--- src/common/mux_seq_pkg.sv ---
package mux_seq_pkg;
  // register offsets on the plain byte-wide port
  localparam logic [7:0] off_mode_status = 8'h1C;
  localparam logic [7:0] off_manual_channel = 8'h1D;
  localparam logic [7:0] off_sequence_start = 8'h1E;
  localparam logic [7:0] off_sequence_stop = 8'h1F;
  localparam logic [7:0] off_common_input = 8'h27;
  localparam logic [7:0] off_live_enable = 8'h2A;
  localparam logic [7:0] off_scan_enables = 8'h80;
  localparam logic [7:0] off_scan_loop = 8'h82;

  // field positions
  localparam int pos_alert_level = 3;
  localparam int pos_config_error = 2;
  localparam int pos_mode_lsb = 0;
  localparam int pos_common_bit = 0;
  localparam int pos_start_bit = 0;
  localparam int pos_stop_bit = 0;
  localparam int pos_live_bit = 0;
  localparam int pos_loop_bit = 0;

  // reset values
  localparam logic [1:0] rst_mode = 2'h0;
  localparam logic [2:0] rst_manual_channel = 3'h0;
  localparam logic rst_common = 1'b0;
  localparam logic rst_live = 1'b0;
  localparam logic [7:0] rst_scan_enables = 8'h00;
  localparam logic rst_loop = 1'b0;

  // pairing field codes
  localparam logic [1:0] pair_separate = 2'h0;
  localparam logic [1:0] pair_single = 2'h1;
  localparam logic [1:0] pair_pseudo = 2'h2;
  localparam logic [1:0] pair_separate_alt = 2'h3;

  // pin synchroniser depth
  localparam int sync_stages = 3;

  typedef enum logic [1:0] {
    mode_manual = 2'h0,
    mode_live = 2'h1,
    mode_auto = 2'h2,
    mode_custom = 2'h3
  } seq_mode_t;

  typedef enum logic [1:0] {
    seq_idle = 2'b01,
    seq_run = 2'b10
  } seq_state_t;
endpackage

--- src/design/mux_seq_regs.sv ---
`timescale 1ns/10ps
module mux_seq_regs #(
  parameter int channels = 8
) (
  input wire logic clk,
  input wire logic rst,
  input wire logic [7:0] addr,
  input wire logic [7:0] wdata,
  input wire logic wr,
  input wire logic rd,
  output logic [7:0] rdata,
  input wire logic alarm_pin,
  input wire logic config_error,
  input wire logic [7:0] input_pairing_config,
  input wire logic [4:0] live_code,
  input wire logic live_code_valid,
  output logic [1:0] sequencing_mode_field,
  output logic [2:0] manual_channel_select,
  output logic [2:0] selected_channel,
  output logic [channels-1:0] channel_pseudo_diff,
  output logic [channels/2-1:0] negative_to_common,
  output logic [channels-1:0] scan_channel_enables,
  output logic scan_loop,
  output logic live_select_enable,
  output logic sequence_active,
  output logic start_pulse,
  output logic abort_pulse
);

  // pairing field of one pair, low pair in the low bits
  function automatic logic [1:0] pair_field(input logic [7:0] cfg, input int p);
    pair_field = cfg[2*p +: 2];
  endfunction

  // decoded write strobe for one offset
  function automatic logic hit(input logic [7:0] a, input logic [7:0] off, input logic s);
    hit = s && (a == off);
  endfunction

  logic [1:0] mode;
  logic [2:0] manual_ch;
  logic [2:0] live_ch;
  logic common_bit;
  logic live_en;
  logic [7:0] scan_en;
  logic loop_en;
  logic [mux_seq_pkg::sync_stages-1:0] alarm_sync;
  logic alarm_level;
  mux_seq_pkg::seq_state_t seq_state;
  mux_seq_pkg::seq_state_t next_seq_state;
  logic wr_mode;
  logic wr_manual;
  logic wr_start;
  logic wr_stop;
  logic seq_mode_active;
  logic manual_abort;

  assign wr_mode = hit(addr, mux_seq_pkg::off_mode_status, wr);
  assign wr_manual = hit(addr, mux_seq_pkg::off_manual_channel, wr);
  assign wr_start = hit(addr, mux_seq_pkg::off_sequence_start, wr) &&
    wdata[mux_seq_pkg::pos_start_bit];
  assign wr_stop = hit(addr, mux_seq_pkg::off_sequence_stop, wr) &&
    wdata[mux_seq_pkg::pos_stop_bit];
  // start and stop only matter while a sequencing mode is selected
  assign seq_mode_active = (mode == mux_seq_pkg::mode_auto) ||
    (mode == mux_seq_pkg::mode_custom);
  assign manual_abort = wr_manual && seq_mode_active;

  // mode field; status bits in the same write are dropped
  always_ff @(posedge clk or posedge rst) begin
    if (rst) begin
      mode <= mux_seq_pkg::rst_mode;
    end else if (manual_abort) begin
      mode <= mux_seq_pkg::mode_manual;
    end else if (wr_mode) begin
      mode <= wdata[mux_seq_pkg::pos_mode_lsb +: 2];
    end
  end

  // manual channel code
  always_ff @(posedge clk or posedge rst) begin
    if (rst) begin
      manual_ch <= mux_seq_pkg::rst_manual_channel;
    end else if (wr_manual) begin
      manual_ch <= wdata[2:0];
    end
  end

  // plain configuration bits
  always_ff @(posedge clk or posedge rst) begin
    if (rst) begin
      common_bit <= mux_seq_pkg::rst_common;
      live_en <= mux_seq_pkg::rst_live;
      scan_en <= mux_seq_pkg::rst_scan_enables;
      loop_en <= mux_seq_pkg::rst_loop;
    end else begin
      if (hit(addr, mux_seq_pkg::off_common_input, wr)) begin
        common_bit <= wdata[mux_seq_pkg::pos_common_bit];
      end
      if (hit(addr, mux_seq_pkg::off_live_enable, wr)) begin
        live_en <= wdata[mux_seq_pkg::pos_live_bit];
      end
      if (hit(addr, mux_seq_pkg::off_scan_enables, wr)) begin
        scan_en <= wdata;
      end
      if (hit(addr, mux_seq_pkg::off_scan_loop, wr)) begin
        loop_en <= wdata[mux_seq_pkg::pos_loop_bit];
      end
    end
  end

  // alarm pin: three stages, level moves only when stages two and three agree
  always_ff @(posedge clk or posedge rst) begin
    if (rst) begin
      alarm_sync <= '0;
      alarm_level <= 1'b0;
    end else begin
      alarm_sync <= {alarm_sync[1:0], alarm_pin};
      if (alarm_sync[1] == alarm_sync[2]) begin
        alarm_level <= alarm_sync[2];
      end
    end
  end

  // live channel code from the serial front end, low three bits pick input
  always_ff @(posedge clk or posedge rst) begin
    if (rst) begin
      live_ch <= 3'h0;
    end else if (live_code_valid && live_en) begin
      live_ch <= live_code[2:0];
    end
  end

  // sequence run state; stop and manual abort beat a start
  always_comb begin
    next_seq_state = seq_state;
    unique case (seq_state)
      mux_seq_pkg::seq_idle: begin
        if (wr_start && seq_mode_active && !wr_stop && !manual_abort) begin
          next_seq_state = mux_seq_pkg::seq_run;
        end
      end
      mux_seq_pkg::seq_run: begin
        if (wr_stop || manual_abort || !seq_mode_active) begin
          next_seq_state = mux_seq_pkg::seq_idle;
        end
      end
      default: begin
        next_seq_state = mux_seq_pkg::seq_idle;
      end
    endcase
  end

  always_ff @(posedge clk or posedge rst) begin
    if (rst) begin
      seq_state <= mux_seq_pkg::seq_idle;
    end else begin
      seq_state <= next_seq_state;
    end
  end

  // one-cycle start and abort strobes to the sequencer
  always_ff @(posedge clk or posedge rst) begin
    if (rst) begin
      start_pulse <= 1'b0;
      abort_pulse <= 1'b0;
    end else begin
      start_pulse <= (seq_state == mux_seq_pkg::seq_idle) &&
        (next_seq_state == mux_seq_pkg::seq_run);
      abort_pulse <= (seq_state == mux_seq_pkg::seq_run) &&
        (next_seq_state == mux_seq_pkg::seq_idle);
    end
  end

  // read data stand one cycle after the read strobe; write-only reads zero
  always_ff @(posedge clk or posedge rst) begin
    if (rst) begin
      rdata <= 8'h00;
    end else if (rd) begin
      unique case (addr)
        mux_seq_pkg::off_mode_status:
          rdata <= {4'h0, alarm_level, config_error, mode};
        mux_seq_pkg::off_manual_channel:
          rdata <= {5'h00, manual_ch};
        mux_seq_pkg::off_common_input:
          rdata <= {7'h00, common_bit};
        mux_seq_pkg::off_live_enable:
          rdata <= {7'h00, live_en};
        mux_seq_pkg::off_scan_enables:
          rdata <= scan_en;
        mux_seq_pkg::off_scan_loop:
          rdata <= {7'h00, loop_en};
        default:
          rdata <= 8'h00;
      endcase
    end else begin
      rdata <= 8'h00;
    end
  end

  // channel type per input; pairs use their own type, others follow common bit
  always_comb begin
    logic [1:0] f;
    f = 2'h0;
    for (int i = 0; i < channels; i++) begin
      f = pair_field(input_pairing_config, i / 2);
      if (f == mux_seq_pkg::pair_separate || f == mux_seq_pkg::pair_separate_alt) begin
        channel_pseudo_diff[i] = common_bit;
      end else begin
        channel_pseudo_diff[i] = (f == mux_seq_pkg::pair_pseudo);
      end
    end
  end

  // negative mux output follows the common pin for separated pairs
  always_comb begin
    for (int p = 0; p < channels / 2; p++) begin
      negative_to_common[p] =
        (pair_field(input_pairing_config, p) == mux_seq_pkg::pair_separate) ||
        (pair_field(input_pairing_config, p) == mux_seq_pkg::pair_separate_alt);
    end
  end

  // input that the mux passes when no sequence drives it
  assign selected_channel = (mode == mux_seq_pkg::mode_live && live_en) ?
    live_ch : manual_ch;

  assign sequencing_mode_field = mode;
  assign manual_channel_select = manual_ch;
  assign scan_channel_enables = scan_en;
  assign scan_loop = loop_en;
  assign live_select_enable = live_en;
  assign sequence_active = (seq_state == mux_seq_pkg::seq_run);

  // status read shows the pieces from the cycle of the strobe
  a_status_read: assert property (@(posedge clk) disable iff (rst)
    (rd && addr == mux_seq_pkg::off_mode_status) |=>
    rdata == {4'h0, $past(alarm_level), $past(config_error), $past(mode)})
    else $error("status read does not match state");

  a_status_reserved: assert property (@(posedge clk) disable iff (rst)
    $past(rd && addr == mux_seq_pkg::off_mode_status) |-> rdata[7:4] == 4'h0)
    else $error("status reserved bits not zero");

  a_common_reserved: assert property (@(posedge clk) disable iff (rst)
    (rd && addr == mux_seq_pkg::off_common_input) |=> rdata[7:1] == 7'h00)
    else $error("common reserved bits not zero");

  a_manual_reserved: assert property (@(posedge clk) disable iff (rst)
    (rd && addr == mux_seq_pkg::off_manual_channel) |=>
    (rdata[7:3] == 5'h00 && rdata[2:0] == manual_channel_select))
    else $error("manual select read wrong");

  a_mode_write: assert property (@(posedge clk) disable iff (rst)
    (wr && addr == mux_seq_pkg::off_mode_status) |=> mode == $past(wdata[1:0]))
    else $error("mode field not written");

  a_abort_to_manual: assert property (@(posedge clk) disable iff (rst)
    (wr && addr == mux_seq_pkg::off_manual_channel && seq_mode_active) |=>
    (mode == mux_seq_pkg::mode_manual && !sequence_active))
    else $error("manual write did not abort sequence");

  a_start_runs: assert property (@(posedge clk) disable iff (rst)
    (wr_start && seq_mode_active && !wr_stop && !sequence_active) |=>
    (sequence_active && start_pulse))
    else $error("start did not run sequence");

  a_stop_halts: assert property (@(posedge clk) disable iff (rst)
    (wr_stop && sequence_active) |=> (!sequence_active ##0 abort_pulse))
    else $error("stop did not halt sequence");

  a_unpaired_common: assert property (@(posedge clk) disable iff (rst)
    (input_pairing_config[1:0] == mux_seq_pkg::pair_separate) |->
    (channel_pseudo_diff[1:0] == {2{common_bit}} && negative_to_common[0]))
    else $error("unpaired pair ignores common bit");

  a_alarm_follow: assert property (@(posedge clk) disable iff (rst)
    alarm_pin [*5] |-> alarm_level)
    else $error("alarm level not following pin");

  a_live_select: assert property (@(posedge clk) disable iff (rst)
    (live_code_valid && live_en && mode == mux_seq_pkg::mode_live &&
    !(wr && addr == mux_seq_pkg::off_mode_status) &&
    !(wr && addr == mux_seq_pkg::off_live_enable)) |=>
    selected_channel == $past(live_code[2:0]))
    else $error("live code not selected");

  a_live_ignored: assert property (@(posedge clk) disable iff (rst)
    (live_code_valid && !live_en) |=>
    live_ch == $past(live_ch))
    else $error("live code taken while disabled");

  a_start_refused: assert property (@(posedge clk) disable iff (rst)
    (wr_start && !seq_mode_active && !sequence_active) |=>
    (!sequence_active && !start_pulse))
    else $error("start accepted outside sequencing mode");

  a_stop_idle: assert property (@(posedge clk) disable iff (rst)
    (wr_stop && !sequence_active) |=> (!sequence_active && !abort_pulse))
    else $error("stop while idle had an effect");

  a_common_write: assert property (@(posedge clk) disable iff (rst)
    (wr && addr == mux_seq_pkg::off_common_input) |=>
    common_bit == $past(wdata[mux_seq_pkg::pos_common_bit]))
    else $error("common bit not written");

endmodule // mux_seq_regs

--- config.mk ---
export PLATFORM = sky130hd
export DESIGN_NAME = mux_seq_regs
export DESIGN_NICKNAME = d
export VERILOG_FILES = /design/src/common/mux_seq_pkg.sv /design/src/design/mux_seq_regs.sv
export SDC_FILE = /design/constraint.sdc
export NUM_CORES = 1
export LEC_CHECK = 0
export ABC_AREA = 1
export BUFFER_PORTS_ARGS = -buffer_cell sky130_fd_sc_hd__buf_4
export CORE_MARGIN = 3
export CORE_UTILIZATION = 34
export DETAILED_ROUTE_END_ITERATION = 12
export SLEW_MARGIN = 20
export SYNTH_ARGS = -nofsm -noshare
export SYNTH_HDL_FRONTEND = slang
export SYNTH_SLANG_ARGS = --single-unit
--- constraint.sdc ---
create_clock -name clk -period 1.45 [get_ports clk]
set_clock_uncertainty 0.05 [all_clocks]
set_input_delay 0.2175 -clock clk [delete_from_list [all_inputs] [get_ports clk]]
set_output_delay 0.2175 -clock clk [all_outputs]
set_load 0.02 [all_outputs]
# --- Yosys cells after proc, flatten, opt, wreduce, memory -nomap -nowiden ---
# Index checks and enable logic that the tools add are counted.
word_totals:
  reg_bits: 35
  in_bits: 36
  output_inout_bits: 41
  elab_cells: 82
classes:
  eq_ne: 24
  mux: 12
  reduce_logical: 33
op_table:
  columns: ["cell", "n"]
  rows:
  - ["$pmux W8 S6", 1]
  - ["$eq A8 B5 Y1 const B", 4]
  - ["$eq A2 B2 Y1 const B", 12]
  - ["$logic_and A1 B1 Y1", 18]
  - ["$eq A8 B6 Y1 const B", 2]
  - ["$eq A8 B8 Y1 const B", 2]
  - ["$logic_not A2 Y1", 4]
  - ["$mux W2", 4]
  - ["$mux W8", 1]
  - ["$logic_or A1 B1 Y1", 7]
  - ["$eq A2 B1 Y1 const B", 3]
  - ["$mux W1", 4]
  - ["$pmux W2 S2", 1]
  - ["$logic_not A1 Y1", 3]
  - ["$mux W3", 1]
  - ["$reduce_bool A2 Y1", 1]
  - ["$eq A1 B1 Y1", 1]

# --- Longest topological paths before layout ---
depth:
  ltp_word: 10
  mapped_depth: 10
  mapped_depth_nobuf: 10

# --- Worst setup path after synthesis ---
# Ideal clock, no wire load.
synth_path:
  path_type: "reg-to-output"
  from: "reg mode[1] (netlist: sequencing_mode_field[1])"
  to: "out selected_channel[0]"
  arrival_ns: 1.259
  required_time_ns: 1.183
  slack_ns: -0.076
  stages_incl_launch_ff: 4
  path_buffers: 0
  cell_sequence: "dfrtp_1 inv_1 nand3_1 o21ai_0"
synth_between:
  elab_chain_len: 3
synth_lines:
  columns: ["item", "line_no", "source"]
  rows:
  - ["start, declared", "mux_seq_regs.sv:40", "logic [1:0] mode;"]
  - ["start signal, assigned", "mux_seq_regs.sv:72", "mode <= mux_seq_pkg::rst_mode;"]
  - ["start signal, assigned", "mux_seq_regs.sv:74", "mode <= mux_seq_pkg::mode_manual;"]
  - ["start signal, assigned", "mux_seq_regs.sv:76", "mode <= wdata[mux_seq_pkg::pos_mode_lsb +: 2];"]
  - ["$eq A2 B1 Y1", "mux_seq_regs.sv:225", "assign selected_channel = (mode == mux_seq_pkg::mode_live && live_en) ?"]
  - ["$logic_and A1 B1 Y1", "mux_seq_regs.sv:225", null]
  - ["$mux W3", "mux_seq_regs.sv:225", null]
  - ["end, declared", "mux_seq_regs.sv:19", "output logic [2:0] selected_channel,"]
# No other way between the ends.

# --- Worst setup path in the final report ---
layout_path:
  from: "reg mode[1] (netlist: sequencing_mode_field[1])"
  to: "out selected_channel[1]"
# The elaborated chain is that of the path after synthesis.

==> flow_metrics.tcl <==
set metrics [dict create \
    status "complete, no violations" \
    place_ws_ns 0.0372 \
    pwr-share-clk_pct 26.9 \
    ios 77 \
    design.die.area_mm2 0.00642 \
    pwr_density_cell_mw_per_mm2 872 \
    p_leak_nw 1.47 \
    die_width_um 80.1 \
    drc 0 \
    viasPerCell 4.45 \
    h-tree-depth 2 \
    setup_viol 0 \
    synth_top_area_cell "dfrtp_1" \
    critPathKind "reg -> out" \
    switching_power_w 0.000724 \
    synthArstFlopShare_pct 100 \
    vias 1654 \
    yosys-top-cells-area "dfrtp_1 46%, nand2_1 7.0%, inv_1 6.0%, mux2_4 4.8%, ha_1 4.0%" \
    cts_buffers 5 \
    io_buffers 74 \
    clock_latency_ns 0.28 \
    dpl.hpwl_um 3530 \
    tightest_slew_ns 0.436 \
    fin_crit_sh_pct 98.2 \
    cp-end-kind "output port" \
    synth-seq-cells 35 \
    drv_cap 0 \
    core_mm2 0.00520 \
    grt_max_degree 36 \
    r2r_cells 7 \
    dpl.cell_count 357 \
    startpoint_type "flip-flop" \
    drv_slew 0 \
    path_max_fanout 6 \
    ys.flop_type "dfrtp_1" \
    synthTopCellsByCount "35 x nand2_1, 34 x dfrtp_1, 30 x inv_1" \
    p_int_w 0.00171 \
    initial_core_util_pct 35.9 \
    drtIter0Drc 63 \
    whs_ns 0.118 \
    synth_cell_type_count 30 \
    routabilityCongestion 0.835 \
    cts_tree "yes" \
    antenna_found_initial 0 \
    cp.arrival_ns 1.16 \
    rows 26 \
    nNetsFinal 343 \
    p_seq_share_pct 45.1 \
    max_freq_ghz 0.702 \
    syn_area_mm2 0.00187 \
    setup_slack_ns 0.0265 \
    swShare_pct 29.7 \
    worstHoldPathCells 2 \
    wl_um 4510 \
    syn_to_final_growth_pct 49.6 \
    crit_required_ns 1.18 \
    ys_warn_count 0 \
    clk_path_buf_depth 2 \
    diodes 0 \
    synth_nets 250 \
    rsz0062_at_grt "true" \
    dieHeight_um 80.1 \
    firstDrtPassIters 4 \
    track_usage_pct 14.6 \
    holdCritPathClass "in -> reg" \
    cts_num_sinks 35 \
    finalSetupTns_ns 0 \
    vdd_ir_drop_max_mv 0.790 \
    synthDominantCellAreaShare_pct 45.5 \
    finalHoldViolCount 0 \
    combPwrFrac_pct 28.0 \
    grt_pass1_vias 1648 \
    syn_inst 208 \
    fin_crit_ns 1.42 \
    grt_pass1_wl_um 7390 \
    max-slew-margin-rel_pct 70.9 \
    synth_edf_count 0 \
    cts.reportedPaths.clkPinSlew_ns 0.07 \
    drive_above_1_share_pct 47.7 \
    nFillCells 511 \
    detail-route-antenna-nets 0 \
    syn_avg_cell_area_um2 8.99 \
    ys_seq_area_share_pct 46.9 \
    avgRoutedWirePerCell_um 12.1 \
    cts-root-buf "clkbuf_8" \
    synth_most_common_cell "nand2_1" \
    finalNonFillerCells 372 \
    gr-total-overflow 0 \
]
[layout make-up]
type	instances	area, µm²	share of cell area (%)
multi-input combinational	133	898	32.1
sequential	35	880	31.5
timing repair buffer	90	714	25.5
inverter	36	135	4.83
tap	70	87.6	3.13
clock buffer	7	76.3	2.73
clock inverter	1	5.00	0.179
[critical path, stage by stage (launching register included)]
cell and delay [ns]:
dfrtp_1 0.38, inv_2 0.10, nand3_4 0.10, o21ai_1 0.14, buf_4 0.16
[cells by family (layout without fill, tap and decap cells)]
logic type | Yosys count | count (layout) | synth area share, %
multiplexers | 10 | 10 | 7.23
buffers and inverters | 40 | 134 | 8.84
adder cells (fa/ha/maj) | 7 | 7 | 4.55
AO/OA/AOI/OAI | 27 | 27 | 7.83
AND/OR/NAND/NOR | 89 | 89 | 24.6
flip-flops | 35 | 35 | 46.9
[worst paths after layout]
check | endpoint | slack, ns | from
worst min-delay path | scan_channel_enables[4] | 0.12 | wdata[4]
worst max-delay path | selected_channel[1] | 0.03 | sequencing_mode_field[1]
max in group asynchronous | seq_state[0] | 0.45 | rst
worst min register to register | alarm_sync[1] | 0.30 | alarm_sync[0]
worst max register to register | abort_pulse | 0.09 | seq_state[0]
min in group asynchronous | rdata[6] | 0.55 | rst
[stage by stage]
stage | total power [W] | util [%] | instance area, µm²
5_1_grt | 0.00260 | 53.7 | 2800
4_1_cts | 0.00240 | 52.2 | 2720
3_3_place_gp | 0.00169 | 49.5 | 2570
3_5_place_dp | 0.00170 | 49.5 | 2570
2_1_floorplan | 0.00147 | - | 1890
6_report | 0.00244 | 53.7 | 2800
[power groups by stage]
stage,combinational (W),sequential [W],clock [W]
after CTS,0.000620,0.00110,0.000681
after floorplan,0.000334,0.00114,0
final,0.000683,0.00110,0.000655
after detailed placement,0.000580,0.00112,0
after global routing,0.000755,0.00111,0.000732
after global placement,0.000569,0.00112,0
[state kept, by name, indices dropped and copies added (netlist names)]
register / count
live_ch: 3
seq_state: 2
start_pulse: 1
sequencing_mode_field: 2
alarm_level: 1
abort_pulse: 1
live_select_enable: 1
manual_channel_select: 3
alarm_sync: 3
rdata: 8
scan_loop: 1
scan_channel_enables: 8
common_bit: 1
[cells in the final DEF (no fill, tap or decap), types with 3 or more instances in the layout]
cell       n
nand3_1   10
nor2_1    16
buf_4     79
nor2_2     5
buf_6      9
o21ai_1    3
nand2_1   33
o21ai_0   11
inv_2      9
dfrtp_1   32
mux2_4    10
nand2_2    5
inv_1     27
a21oi_1    6
nand3_2    3
nor3_1     5
nand4_1    3
clkbuf_8   5
ha_2       4
[metal layers]
layer	vias to the layer above	track usage (%)	wire [µm]
met1	756	19.1	1980
met3	7	3.48	239
met5	-	0	0
met2	39	24.3	2250
met4	0	3.72	50
li1	852	-	-
[timing repair]
action | CTS | global route
hold endpoints to repair | 29 | 0
setup buffers | 3 | 2
hold buffers | 2 | 0
setup endpoints to repair | 4 | 13
pin swaps | 0 | 2
resized for setup | 9 | 17
No activity file was read; power rests on OpenSTA's default activity.
